[src/accel_pkg.sv]
// Purpose: Shared constants and types for the accelerometer filter and activity block.
// Assumes: 50 MHz core clock, 32-bit APB register words.
// Notes: Field positions are given by the packed register structs below.
package accel_pkg;

  localparam int CLK_HZ = 50_000_000;

  localparam logic [7:0] CONFIG_OFS   = 8'h00;
  localparam logic [7:0] POWER_OFS    = 8'h04;
  localparam logic [7:0] THR_X_OFS    = 8'h08;
  localparam logic [7:0] THR_Y_OFS    = 8'h0C;
  localparam logic [7:0] THR_Z_OFS    = 8'h10;
  localparam logic [7:0] ACT_TIME_OFS = 8'h14;
  localparam logic [7:0] STATUS_OFS   = 8'h18;
  localparam logic [7:0] DATA_X_OFS   = 8'h1C;
  localparam logic [7:0] DATA_Y_OFS   = 8'h20;
  localparam logic [7:0] DATA_Z_OFS   = 8'h24;

  typedef struct packed {
    logic [18:0] rsvd;
    logic        loop_mode;
    logic        inact_int_map;
    logic        act_int_map;
    logic        act_lpf_en;
    logic        hpf_en;
    logic [1:0]  hpf_corner;
    logic [2:0]  bandwidth;
    logic [2:0]  output_sample_rate;
  } config_t;

  typedef struct packed {
    logic [27:0] rsvd;
    logic        low_noise;
    logic        settling_time_select;
    logic [1:0]  mode;
  } power_t;

  typedef struct packed {
    logic [18:0] rsvd;
    logic        activity_referenced_select;
    logic        axis_enable;
    logic [10:0] level;
  } thresh_t;

  typedef struct packed {
    logic signed [11:0] x;
    logic signed [11:0] y;
    logic signed [11:0] z;
  } accel_t;

  localparam config_t CONFIG_RST   = '0;
  localparam power_t  POWER_RST    = '0;
  localparam thresh_t THRESH_RST   = '0;
  localparam logic [7:0] ACT_TIME_RST = 8'h00;

  localparam int STAT_ACT   = 0;
  localparam int STAT_INACT = 1;
  localparam int STAT_AWAKE = 2;
  localparam int STAT_DRDY  = 3;

  localparam logic [1:0] MODE_STANDBY = 2'h0;
  localparam logic [1:0] MODE_WAKE    = 2'h1;
  localparam logic [1:0] MODE_MEAS    = 2'h3;

  localparam logic [2:0] RATE_CODE_MAX  = 3'h4;
  localparam logic [2:0] RATE_CODE_6400 = 3'h4;
  localparam int HPF_BASE_SHIFT = 5;
  localparam int LPF_BASE_SHIFT = 3;
  localparam int FRAC_BITS      = 8;
  localparam int INACT_SCALE    = 2;

  localparam int SETTLE_LONG_MS   = 370;
  localparam int SETTLE_SHORT_MS  = 16;
  localparam int SETTLE_LONG_CYC  = SETTLE_LONG_MS * (CLK_HZ / 1000);
  localparam int SETTLE_SHORT_CYC = SETTLE_SHORT_MS * (CLK_HZ / 1000);
  localparam int ACT_TICK_US      = 6600;
  localparam int ACT_TICK_FAST_US = 3300;
  localparam int ACT_TICK_CYC     = ACT_TICK_US * (CLK_HZ / 1_000_000);
  localparam int ACT_TICK_FAST_CYC = ACT_TICK_FAST_US * (CLK_HZ / 1_000_000);
  localparam int ODR_MIN_PERIOD_NS = 2_500_000;
  localparam int ODR_MIN_CYC      = ODR_MIN_PERIOD_NS / (1_000_000_000 / CLK_HZ);

  typedef enum logic [2:0] {
    ST_STANDBY = 3'b001,
    ST_WAKE    = 3'b010,
    ST_MEAS    = 3'b100
  } op_state_t;

endpackage : accel_pkg

[src/accel_filter_and_activity_detect.sv]
// Purpose: Output rate, filtering, settling and activity detection behind an APB slave.
// Assumes: The front end returns one sample with sample_valid per sample_request.
// Notes: APB answers with no wait state; unmapped addresses return pslverr.
//
// Overview of operation
// - Bandwidth selectable, resets to 200 Hz.
// - Bandwidth clamped to half the output rate.
// - One-pole IIR high-pass, two-bit corner code.
// - High-pass corner scales with output rate.
// - High-pass and low-pass may run together.
// - First sample withheld until settling elapses.
// - Settling select bit: 370 ms default, 16 ms.
// - Output rate 400 to 6400 Hz, 400 default.
// - Selectable low-noise operating mode.
// - Burst reads and writes across consecutive registers.
// - Loop configuration clears interrupts by itself.
// - Events flagged in status, routable to interrupt.
// - Motion-state flag shows moving or stationary.
// - Detection in wake-up, but no interrupt.
// - Bypassable averaging low-pass near 10 Hz.
// - Any enabled axis over threshold, shared timer.
// - One reference select bit, resets to absolute.
// - Referenced: difference from reference exceeds threshold.
// - Standby clears interrupts and blocks new ones.
// - Activity tick 6.6 ms, 3.3 ms at rate code 4 only; codes 5 to 7 run at 6400 but keep 6.6 ms.
`timescale 1ns/1ps
`default_nettype none

module accel_filter_and_activity_detect
  import accel_pkg::*;
#(
  parameter int unsigned SETTLE_LONG    = SETTLE_LONG_CYC,
  parameter int unsigned SETTLE_SHORT   = SETTLE_SHORT_CYC,
  parameter int unsigned ACT_TICK       = ACT_TICK_CYC,
  parameter int unsigned ACT_TICK_FAST  = ACT_TICK_FAST_CYC,
  parameter int unsigned ODR_BASE       = ODR_MIN_CYC
) (
  input  wire logic        core_clk,
  input  wire logic        nrst,
  input  wire logic        clk_en,
  input  wire logic        psel,
  input  wire logic        penable,
  input  wire logic        pwrite,
  input  wire logic [7:0]  paddr,
  input  wire logic [31:0] pwdata,
  output logic      [31:0] prdata,
  output logic             pready,
  output logic             pslverr,
  input  wire logic        sample_valid,
  input  wire accel_t      sample_in,
  output logic             sample_request,
  output logic             frontend_on,
  output logic      [2:0]  bandwidth_applied,
  output logic             low_noise_en,
  output logic             int_out
);

  config_t            cfg;
  power_t             pwr;
  thresh_t            thr [3];
  logic [7:0]         act_time;
  logic [3:0]         status;
  logic signed [11:0] data_out [3];
  op_state_t          state;
  op_state_t          next_state;
  logic [31:0]        odr_cnt;
  logic [31:0]        settle_cnt;
  logic               settled;
  logic signed [19:0] hp_st [3];
  logic signed [19:0] lp_st [3];
  logic signed [19:0] hp_out [3];
  logic signed [19:0] det [3];
  logic signed [11:0] ref_val [3];
  logic               ref_valid;
  logic               over;
  logic               any_en;
  logic [31:0]        tick_cnt;
  logic [7:0]         act_periods;
  logic [9:0]         inact_periods;
  logic               act_hold;
  logic               inact_hold;
  logic               act_event;
  logic               inact_event;
  logic               use_sample;
  logic               wr_en;
  logic               rd_en;
  logic               status_rd;
  logic [31:0]        rd_word;
  logic               rd_err;

  function automatic logic [12:0] mag(input logic signed [12:0] v);
    mag = v[12] ? 13'(-v) : 13'(v);
  endfunction : mag

  function automatic logic [31:0] shr(input int unsigned base, input logic [2:0] sh);
    shr = 32'(base) >> sh;
  endfunction : shr

  assign wr_en     = psel && penable && pready && pwrite;
  assign rd_en     = psel && penable && pready && !pwrite;
  assign status_rd = rd_en && (paddr == STATUS_OFS);
  assign use_sample = clk_en && sample_valid && settled && (state != ST_STANDBY);

  // Zero-wait slave: the answer is prepared in the setup cycle.
  always_comb begin
    rd_word = 32'h0000_0000;
    rd_err  = 1'b0;
    unique case (paddr)
      CONFIG_OFS:   rd_word = cfg;
      POWER_OFS:    rd_word = pwr;
      THR_X_OFS:    rd_word = thr[0];
      THR_Y_OFS:    rd_word = thr[1];
      THR_Z_OFS:    rd_word = thr[2];
      ACT_TIME_OFS: rd_word = {24'h00_0000, act_time};
      STATUS_OFS:   rd_word = {28'h000_0000, status};
      DATA_X_OFS:   rd_word = {20'h0_0000, data_out[0]};
      DATA_Y_OFS:   rd_word = {20'h0_0000, data_out[1]};
      DATA_Z_OFS:   rd_word = {20'h0_0000, data_out[2]};
      default:      rd_err  = 1'b1;
    endcase
  end

  always_ff @(posedge core_clk or negedge nrst) begin
    if (!nrst) begin
      pready  <= 1'b0;
      pslverr <= 1'b0;
      prdata  <= 32'h0000_0000;
    end else if (clk_en) begin
      pready  <= psel && !penable;
      pslverr <= psel && !penable && rd_err;
      prdata  <= (psel && !penable && !pwrite) ? rd_word : 32'h0000_0000;
    end
  end

  // Each word has its own address, so a burst is simply back-to-back transfers.
  always_ff @(posedge core_clk or negedge nrst) begin
    if (!nrst) begin
      cfg      <= CONFIG_RST;
      pwr      <= POWER_RST;
      thr[0]   <= THRESH_RST;
      thr[1]   <= THRESH_RST;
      thr[2]   <= THRESH_RST;
      act_time <= ACT_TIME_RST;
    end else if (clk_en && wr_en) begin
      unique case (paddr)
        CONFIG_OFS:   cfg      <= config_t'(pwdata);
        POWER_OFS:    pwr      <= power_t'(pwdata);
        THR_X_OFS:    thr[0]   <= thresh_t'(pwdata);
        THR_Y_OFS:    thr[1]   <= thresh_t'(pwdata);
        THR_Z_OFS:    thr[2]   <= thresh_t'(pwdata);
        ACT_TIME_OFS: act_time <= pwdata[7:0];
        default:      ;
      endcase
    end
  end

  always_comb begin
    unique case (pwr.mode)
      MODE_MEAS: next_state = ST_MEAS;
      MODE_WAKE: next_state = ST_WAKE;
      default:   next_state = ST_STANDBY;
    endcase
  end

  always_ff @(posedge core_clk or negedge nrst) begin
    if (!nrst) begin
      state <= ST_STANDBY;
    end else if (clk_en) begin
      state <= next_state;
    end
  end

  // Front-end controls; the clamp keeps the filter below Nyquist.
  always_ff @(posedge core_clk or negedge nrst) begin
    if (!nrst) begin
      bandwidth_applied <= 3'h0;
      low_noise_en      <= 1'b0;
      frontend_on       <= 1'b0;
    end else if (clk_en) begin
      bandwidth_applied <= (cfg.bandwidth > cfg.output_sample_rate) ?
                           cfg.output_sample_rate : cfg.bandwidth;
      low_noise_en      <= pwr.low_noise;
      frontend_on       <= (state != ST_STANDBY);
    end
  end

  // Rate codes above the top rate fall back to the top rate.
  always_ff @(posedge core_clk or negedge nrst) begin
    if (!nrst) begin
      odr_cnt        <= 32'h0000_0000;
      sample_request <= 1'b0;
    end else if (clk_en) begin
      sample_request <= 1'b0;
      if (state == ST_STANDBY) begin
        odr_cnt <= 32'h0000_0000;
      end else if (odr_cnt + 32'h1 >= shr(ODR_BASE,
                   (cfg.output_sample_rate > RATE_CODE_MAX) ?
                   RATE_CODE_MAX : cfg.output_sample_rate)) begin
        odr_cnt        <= 32'h0000_0000;
        sample_request <= 1'b1;
      end else begin
        odr_cnt <= odr_cnt + 32'h1;
      end
    end
  end

  always_ff @(posedge core_clk or negedge nrst) begin
    if (!nrst) begin
      settle_cnt <= 32'h0000_0000;
      settled    <= 1'b0;
    end else if (clk_en) begin
      if (state == ST_STANDBY) begin
        settle_cnt <= 32'h0000_0000;
        settled    <= 1'b0;
      end else if (!settled) begin
        settle_cnt <= settle_cnt + 32'h1;
        settled    <= settle_cnt + 32'h1 >= (pwr.settling_time_select ?
                      32'(SETTLE_SHORT) : 32'(SETTLE_LONG));
      end
    end
  end

  // A fixed coefficient per code keeps the corner a fixed fraction of the rate.
  always_comb begin
    for (int i = 0; i < 3; i++) begin
      hp_out[i] = {(i == 0) ? sample_in.x : (i == 1) ? sample_in.y : sample_in.z,
                   8'h00};
      if (cfg.hpf_en) begin
        hp_out[i] = hp_out[i] - hp_st[i];
      end
      det[i] = cfg.act_lpf_en ? lp_st[i] : hp_out[i];
    end
  end

  always_ff @(posedge core_clk or negedge nrst) begin
    if (!nrst) begin
      for (int i = 0; i < 3; i++) begin
        hp_st[i] <= 20'sh0_0000;
        lp_st[i] <= 20'sh0_0000;
      end
    end else if (clk_en && sample_valid && state != ST_STANDBY) begin
      for (int i = 0; i < 3; i++) begin
        hp_st[i] <= hp_st[i] + (hp_out[i] >>> (HPF_BASE_SHIFT + cfg.hpf_corner));
        lp_st[i] <= lp_st[i] + ((hp_out[i] - lp_st[i]) >>>
                    (LPF_BASE_SHIFT + cfg.output_sample_rate));
      end
    end
  end

  always_ff @(posedge core_clk or negedge nrst) begin
    if (!nrst) begin
      for (int i = 0; i < 3; i++) begin
        data_out[i] <= 12'sh000;
      end
    end else if (use_sample) begin
      for (int i = 0; i < 3; i++) begin
        data_out[i] <= hp_out[i][FRAC_BITS +: 12];
      end
    end
  end

  // Clearing the select bit drops the reference, so re-arming takes a new one.
  always_ff @(posedge core_clk or negedge nrst) begin
    if (!nrst) begin
      ref_valid <= 1'b0;
      for (int i = 0; i < 3; i++) begin
        ref_val[i] <= 12'sh000;
      end
    end else if (clk_en) begin
      if (!thr[0].activity_referenced_select) begin
        ref_valid <= 1'b0;
      end else if (use_sample && state == ST_MEAS && !ref_valid) begin
        ref_valid <= 1'b1;
        for (int i = 0; i < 3; i++) begin
          ref_val[i] <= det[i][FRAC_BITS +: 12];
        end
      end
    end
  end

  always_comb begin
    over   = 1'b0;
    any_en = 1'b0;
    for (int i = 0; i < 3; i++) begin
      any_en = any_en | thr[i].axis_enable;
      if (thr[i].axis_enable && (ref_valid || !thr[0].activity_referenced_select) &&
          mag(13'($signed(det[i][FRAC_BITS +: 12])) -
              (thr[0].activity_referenced_select ? 13'(ref_val[i]) : 13'sh0000))
          > {2'b00, thr[i].level}) begin
        over = 1'b1;
      end
    end
  end

  always_ff @(posedge core_clk or negedge nrst) begin
    if (!nrst) begin
      tick_cnt      <= 32'h0000_0000;
      act_periods   <= 8'h00;
      inact_periods <= 10'h000;
    end else if (clk_en) begin
      if (state != ST_MEAS || !settled) begin
        tick_cnt      <= 32'h0000_0000;
        act_periods   <= 8'h00;
        inact_periods <= 10'h000;
      end else if (tick_cnt + 32'h1 >= ((cfg.output_sample_rate == RATE_CODE_6400) ?
                   32'(ACT_TICK_FAST) : 32'(ACT_TICK))) begin
        tick_cnt <= 32'h0000_0000;
        if (!act_hold && act_periods != 8'hFF) begin
          act_periods <= act_periods + 8'h01;
        end
        if (!inact_hold && inact_periods != 10'h3FF) begin
          inact_periods <= inact_periods + 10'h001;
        end
      end else begin
        tick_cnt <= tick_cnt + 32'h1;
      end
      if (use_sample && !over) begin
        act_periods <= 8'h00;
      end
      if (use_sample && over) begin
        inact_periods <= 10'h000;
      end
    end
  end

  always_comb begin
    act_event   = 1'b0;
    inact_event = 1'b0;
    if (use_sample && any_en) begin
      if (state == ST_WAKE) begin
        act_event = over && !act_hold;
      end else begin
        act_event   = over && !act_hold && act_periods >= act_time;
        inact_event = !over && !inact_hold &&
                      inact_periods >= {act_time, 2'b00};
      end
    end
  end

  // Holds stop one sustained condition from firing on every sample.
  always_ff @(posedge core_clk or negedge nrst) begin
    if (!nrst) begin
      act_hold   <= 1'b0;
      inact_hold <= 1'b0;
    end else if (clk_en) begin
      if (state == ST_STANDBY) begin
        act_hold   <= 1'b0;
        inact_hold <= 1'b0;
      end else if (use_sample) begin
        act_hold   <= over && (act_hold || act_event);
        inact_hold <= !over && (inact_hold || inact_event);
      end
    end
  end

  // An event in the cycle of a status read survives the read.
  always_ff @(posedge core_clk or negedge nrst) begin
    if (!nrst) begin
      status <= 4'h0;
    end else if (clk_en) begin
      if (state == ST_STANDBY) begin
        status[STAT_ACT]   <= 1'b0;
        status[STAT_INACT] <= 1'b0;
      end else begin
        if (act_event) begin
          status[STAT_ACT]   <= 1'b1;
          status[STAT_AWAKE] <= 1'b1;
          if (cfg.loop_mode) begin
            status[STAT_INACT] <= 1'b0;
          end
        end else if (status_rd) begin
          status[STAT_ACT] <= 1'b0;
        end
        if (inact_event) begin
          status[STAT_INACT] <= 1'b1;
          status[STAT_AWAKE] <= 1'b0;
          if (cfg.loop_mode) begin
            status[STAT_ACT] <= 1'b0;
          end
        end else if (status_rd && !(act_event && cfg.loop_mode)) begin
          status[STAT_INACT] <= 1'b0;
        end
      end
      if (use_sample) begin
        status[STAT_DRDY] <= 1'b1;
      end else if (status_rd) begin
        status[STAT_DRDY] <= 1'b0;
      end
    end
  end

  always_ff @(posedge core_clk or negedge nrst) begin
    if (!nrst) begin
      int_out <= 1'b0;
    end else if (clk_en) begin
      int_out <= (state == ST_MEAS) &&
                 ((status[STAT_ACT] && cfg.act_int_map) ||
                  (status[STAT_INACT] && cfg.inact_int_map));
    end
  end

endmodule : accel_filter_and_activity_detect

`default_nettype wire

[config.mk]
export PLATFORM = sky130hd
export DESIGN_NAME = accel_filter_and_activity_detect
export DESIGN_NICKNAME = d
export VERILOG_FILES = /design/src/accel_pkg.sv /design/src/accel_filter_and_activity_detect.sv
export SDC_FILE = /design/constraint.sdc
export NUM_CORES = 2
export LEC_CHECK = 0
export BUFFER_PORTS_ARGS = -buffer_cell sky130_fd_sc_hd__buf_2
export CAP_MARGIN = 10
export CORE_UTILIZATION = 60
export CTS_CLUSTER_SIZE = 40
export DETAILED_ROUTE_END_ITERATION = 6
export PLACE_DENSITY = 0.77
export REMOVE_ABC_BUFFERS = 1
export SKIP_CTS_REPAIR_TIMING = 1
export SLEW_MARGIN = 0
export SYNTH_ARGS = -nofsm -noshare
export SYNTH_HDL_FRONTEND = slang
export SYNTH_SLANG_ARGS = --single-unit
[constraint.sdc]
create_clock -name core_clk -period 11.58 [get_ports core_clk]
set_input_delay 0.579 -clock core_clk [delete_from_list [all_inputs] [get_ports core_clk]]
set_output_delay 0.579 -clock core_clk [all_outputs]
set_load 0.005 [all_outputs]
==> results.env <==
SYN-CELL-AREA_UM2=43100
NUMBER_OF_BUFFERS_CREATED_BY_CTS=60
TRITONCTS='yes'
SEQUENTIAL_CELL_AREA_FRACTION_IN_THE_YOSYS_REPORT_PCT=30.6
ROUTE.DETAILED.DRC=0
PLACEMENT.IO_BUFFERS=123
GRT_MAX_DEGREE=151
P_SWITCHING_mW=2.67
SYNTH-MAIN-FF-CELL='sky130_fd_sc_hd__dfrtp_1'
GR-USAGE-ALL-LAYERS_PCT=32.2
DETAILROUTE.VIA_COUNT=38100
SYNTHSIMPLEGATEAREAFRAC_PCT=16.2
FINAL_PERIOD_MINUS_WORST_SETUP_SLACK_NS=8.50
TIMING.REG2REG.SETUP_SLACK_NS=3.08
CRIT_TYPE='flip-flop to flip-flop'
FINAL_HOLD_VIOL_COUNT=0
POST_ROUTE_FRACTION_OF_THE_PERIOD_CONSUMED_BY_THE_CRITICAL_PATH_PCT=73.4
ANTENNA_LEFT=0
SEQ_POWER_SHARE_PCT=29.2
LAYOUT_COMMON_CELLS='sky130_fd_sc_hd__dfrtp_1 (521), sky130_fd_sc_hd__nand2_1 (515), sky130_fd_sc_hd__o21ai_0 (382), sky130_fd_sc_hd__ha_1 (341), sky130_fd_sc_hd__a21oi_1 (337)'
FINAL_NETS=5458
SYNTH_SEQ_CELLS=526
RESULT_OF_THE_RUN='completed'
SYNTH_CELLS=5009
DIE_Y_UM=270
RELSLEWSLACK_PCT=21.5
CTS_MAX_LEVEL=2
DIE_W_UM=270
DR.FIRST_ITER.DRC_COUNT=3477
SW_FRAC_OF_TOTAL_PCT=37.7
NETLIST-CELL-TYPE-COUNT=113
LAYOUT.CELLS.MOST_COMMON='sky130_fd_sc_hd__dfrtp_1'
CRIT_FANOUT=6
LAYOUT-AREA-OVERHEAD-VS-SYNTH_PCT=8.28
DRV_SLEW=0
IR_DROP_V=0.000189
DETAILEDROUTE.FIRSTPASSITERATIONCOUNT=6
PWR-SHARE-COMB_PCT=42.4
CP-START-KIND='flip-flop'
YS_TOP_CELLS_BY_AREA='sky130_fd_sc_hd__dfrtp_1 (31%), sky130_fd_sc_hd__ha_1 (10%), sky130_fd_sc_hd__mux2_2 (6.2%)'
LARGEST_AREA_CONTRIBUTOR_IN_THE_NETLIST='sky130_fd_sc_hd__dfrtp_1'
WORST_CLOCK_SKEW_NS=0.0750
FIRST_PASS_GRT_WIRE_LENGTH_UM=192000
SYNTH_ADDER_AREA_SHARE_PCT=10.6
COUNT_OF_YOSYS_WARNINGS_DURING_SYNTHESIS=0
FIRST_GLOBAL_VIAS=36200
WORSTSKEWPAIRLATENCY_NS=0.68
WORST_PATH_LARGEST_CELL_DELAY_NS=0.54
CRIT_ARRIVAL_NS=9.00
DRIVE_ABOVE_1_SHARE_PCT=12.4
GRT_SETUP_UNREPAIRED='no'
POST_SYNTH_EDFFS=0
ANTENNA_FOUND_INITIAL=10
FLOORPLAN.CORE_AREA_UM2=70500
CP_SLOWEST_CELL='sky130_fd_sc_hd__nor3b_1'
VIASPERCELL=6.34
IO_PINS=124
HOLDCRITPATHCLASS='primary input to flip-flop'
EFFECTIVE_UTILIZATION_AT_FLOORPLAN_PCT=61.1
MAX_SLEW.WORST_PIN.SLEW_NS=1.17
SYNTH_XOR_AREA_SHARE_PCT=5.97
POSTSYNTH.ASYNCRESETSHARE_PCT=100
CLOCK.FMAX_GHz=0.118
MAIN_COMBINATIONAL_CELL_FAMILY_BY_AREA_AFTER_SYNTHESIS='compound AO/OA/AOI/OAI gates'
STATIC-LEAKAGE-POWER_nW=22.0
CRIT_PATH_MOST_REPEATED_CELL='sky130_fd_sc_hd__a21oi_1'
LAST_WEIGHTED_CONGESTION_VALUE_OF_THE_ROUTABILITY_DRIVEN_PLACER=0.944
ROUTED_WIRELENGTH_UM=120000
ROW_COUNT=97
FLOORPLAN.DIE_AREA_UM2=72900
SYNTH-COMPOUND-AREA-SHARE_PCT=21.9
REPORT.FINAL.SETUP_VIOL=0
CTS_MAX_PATH_BUFFERS=3
SETUP_TOTAL_NEGATIVE_SLACK_NS=0
FINALHOLDWORSTSLACK_NS=0.191
GLOBALROUTE.TOTALOVERFLOW=0
POSTSYNTHAREAPERCELL_UM2=8.60
NETLIST.AREA_LEADER.SHARE_PCT=30.5
MAX_CAP_VIOLATIONS=0
CLKSINKCOUNT=526
CLK_TRANSITION_REPORTED_PATHS_NS=0.06
DPL.HPWL_UM=85800
CRIT_REQUIRED_NS=12.08
P_INT_mW=4.41
AVGROUTEDWIREPERCELL_UM=19.9
POWER_DENSITY_nW_PER_UM2=152
MUXSHAREOFSYNTHAREA_PCT=9.91
P_CLK_SHARE_PCT=28.4
CTS_ROOT_BUFFER='sky130_fd_sc_hd__clkbuf_16'
CRITICAL_PATH.ENDPOINT_TYPE='flip-flop'
[sequential cells by signal (all words and copies together), names as in the netlist, 32 cells and up]
register / count
cfg: 32
data_out: 36
hp_st: 60
lp_st: 60
odr_cnt: 32
prdata: 32
pwr: 32
ref_val: 36
settle_cnt: 32
thr: 96
tick_cnt: 32
[cells by family (layout without fill, tap and decap cells)]
| kind of cell | count (synthesis) | in the layout |
|---|---|---|
| muxes | 382 | 382 |
| DFF | 526 | 526 |
| buffers and inverters | 554 | 613 |
| AOI/OAI and AO/OA | 1428 | 1428 |
| xor gates and xnor gates | 292 | 292 |
| and+or+nand+nor | 1470 | 1470 |
| other | 0 | 7 |
| adders and majority gates | 357 | 357 |
[worst max-delay path: cells and delay by family (launching register included)]
family                   cells  cell delay [ns]
AO/OA/AOI/OAI               19             3.87
AND/OR/NAND/NOR              5             1.45
adder cells (fa/ha/maj)      3             0.83
multiplexers                 3             0.82
XOR/XNOR                     3             0.55
flip-flops                   1             0.44
buffers and inverters        4             0.37
[synth_stat cells, types with 10 or more instances]
library cell / instances
sky130_fd_sc_hd__o21a_1: 50
sky130_fd_sc_hd__nor2_1: 338
sky130_fd_sc_hd__or3_1: 28
sky130_fd_sc_hd__clkbuf_1: 190
sky130_fd_sc_hd__nor3_1: 96
sky130_fd_sc_hd__a21oi_1: 338
sky130_fd_sc_hd__a21boi_0: 21
sky130_fd_sc_hd__a22oi_1: 46
sky130_fd_sc_hd__a222oi_1: 26
sky130_fd_sc_hd__xor2_1: 95
sky130_fd_sc_hd__a21o_1: 108
sky130_fd_sc_hd__o211a_1: 10
sky130_fd_sc_hd__o21bai_1: 61
sky130_fd_sc_hd__o31ai_1: 27
sky130_fd_sc_hd__a31oi_1: 59
sky130_fd_sc_hd__dfrtp_1: 525
sky130_fd_sc_hd__a32o_1: 13
sky130_fd_sc_hd__o21ai_0: 383
sky130_fd_sc_hd__nand3b_1: 17
sky130_fd_sc_hd__a211oi_1: 35
sky130_fd_sc_hd__or2_2: 23
sky130_fd_sc_hd__ha_1: 343
sky130_fd_sc_hd__fa_1: 12
sky130_fd_sc_hd__o2bb2ai_1: 17
sky130_fd_sc_hd__mux2_2: 237
sky130_fd_sc_hd__nor4_1: 24
sky130_fd_sc_hd__inv_1: 321
sky130_fd_sc_hd__mux4_2: 11
sky130_fd_sc_hd__buf_1: 35
sky130_fd_sc_hd__mux2i_1: 132
sky130_fd_sc_hd__or4_1: 14
sky130_fd_sc_hd__and2_1: 36
sky130_fd_sc_hd__nand3_1: 110
sky130_fd_sc_hd__nor2b_1: 66
sky130_fd_sc_hd__o211ai_1: 47
sky130_fd_sc_hd__nand4_1: 30
sky130_fd_sc_hd__a221oi_1: 20
sky130_fd_sc_hd__nand2_1: 517
sky130_fd_sc_hd__xnor2_1: 195
sky130_fd_sc_hd__o22ai_1: 14
sky130_fd_sc_hd__and3_1: 83
sky130_fd_sc_hd__nand2b_1: 36
sky130_fd_sc_hd__o31a_1: 20
[power groups by stage]
stage | registers [mW] | clock network, mW | logic (mW)
after floorplan | 2.05 | 0 | 2.35
after global placement | 2.09 | 0 | 2.88
after detailed placement | 2.10 | 0 | 2.93
after CTS | 2.07 | 2.04 | 2.97
after global routing | 2.08 | 2.11 | 3.36
final | 2.07 | 2.01 | 3.00
[per-stage QoR]
stage,std cells,cell area [µm²],setup WS (ns),util [%],power (mW)
2_1_floorplan,4780,42200,2.56,-,4.40
3_3_place_gp,5897,44500,3.49,63.1,4.98
3_5_place_dp,5897,44500,3.33,63.1,5.03
4_1_cts,6007,46600,3.21,66.1,7.07
5_1_grt,6013,46600,2.27,66.1,7.55
6_report,6015,46600,3.08,66.1,7.08
[metal layers]
layer	vias up	GRT usage (%)	routed length [µm]
li1	18100	-	-
met1	18200	43.3	50500
met2	1505	52.0	54500
met3	289	4.94	9640
met4	6	12.9	4880
met5	-	0	45
[path summary, 6_finish.rpt]
check	startpoint	depth (start not counted)	to
worst max-delay path	hp_st[1]	37	lp_st[16]
worst min-delay path	pwdata[20]	2	pwr[20]
worst max register to register	hp_st[1]	37	lp_st[16]
worst min register to register	prdata[31]	1	prdata[31]
max in group asynchronous	nrst	4	hp_st[0]
min in group asynchronous	nrst	2	settle_cnt[2]
[area by class of cell]
class                   instances  area [µm²]
multi-input cells            3929       27900
fillers                      5743       23900
flip-flops and latches        526       13200
clock buffers                  87        1770
inverters                     325        1220
well taps                     940        1180
repair buffers                178        1050
clock inverters                23         333
diodes                          7        17.5
Power figures use the tool's default switching activity.
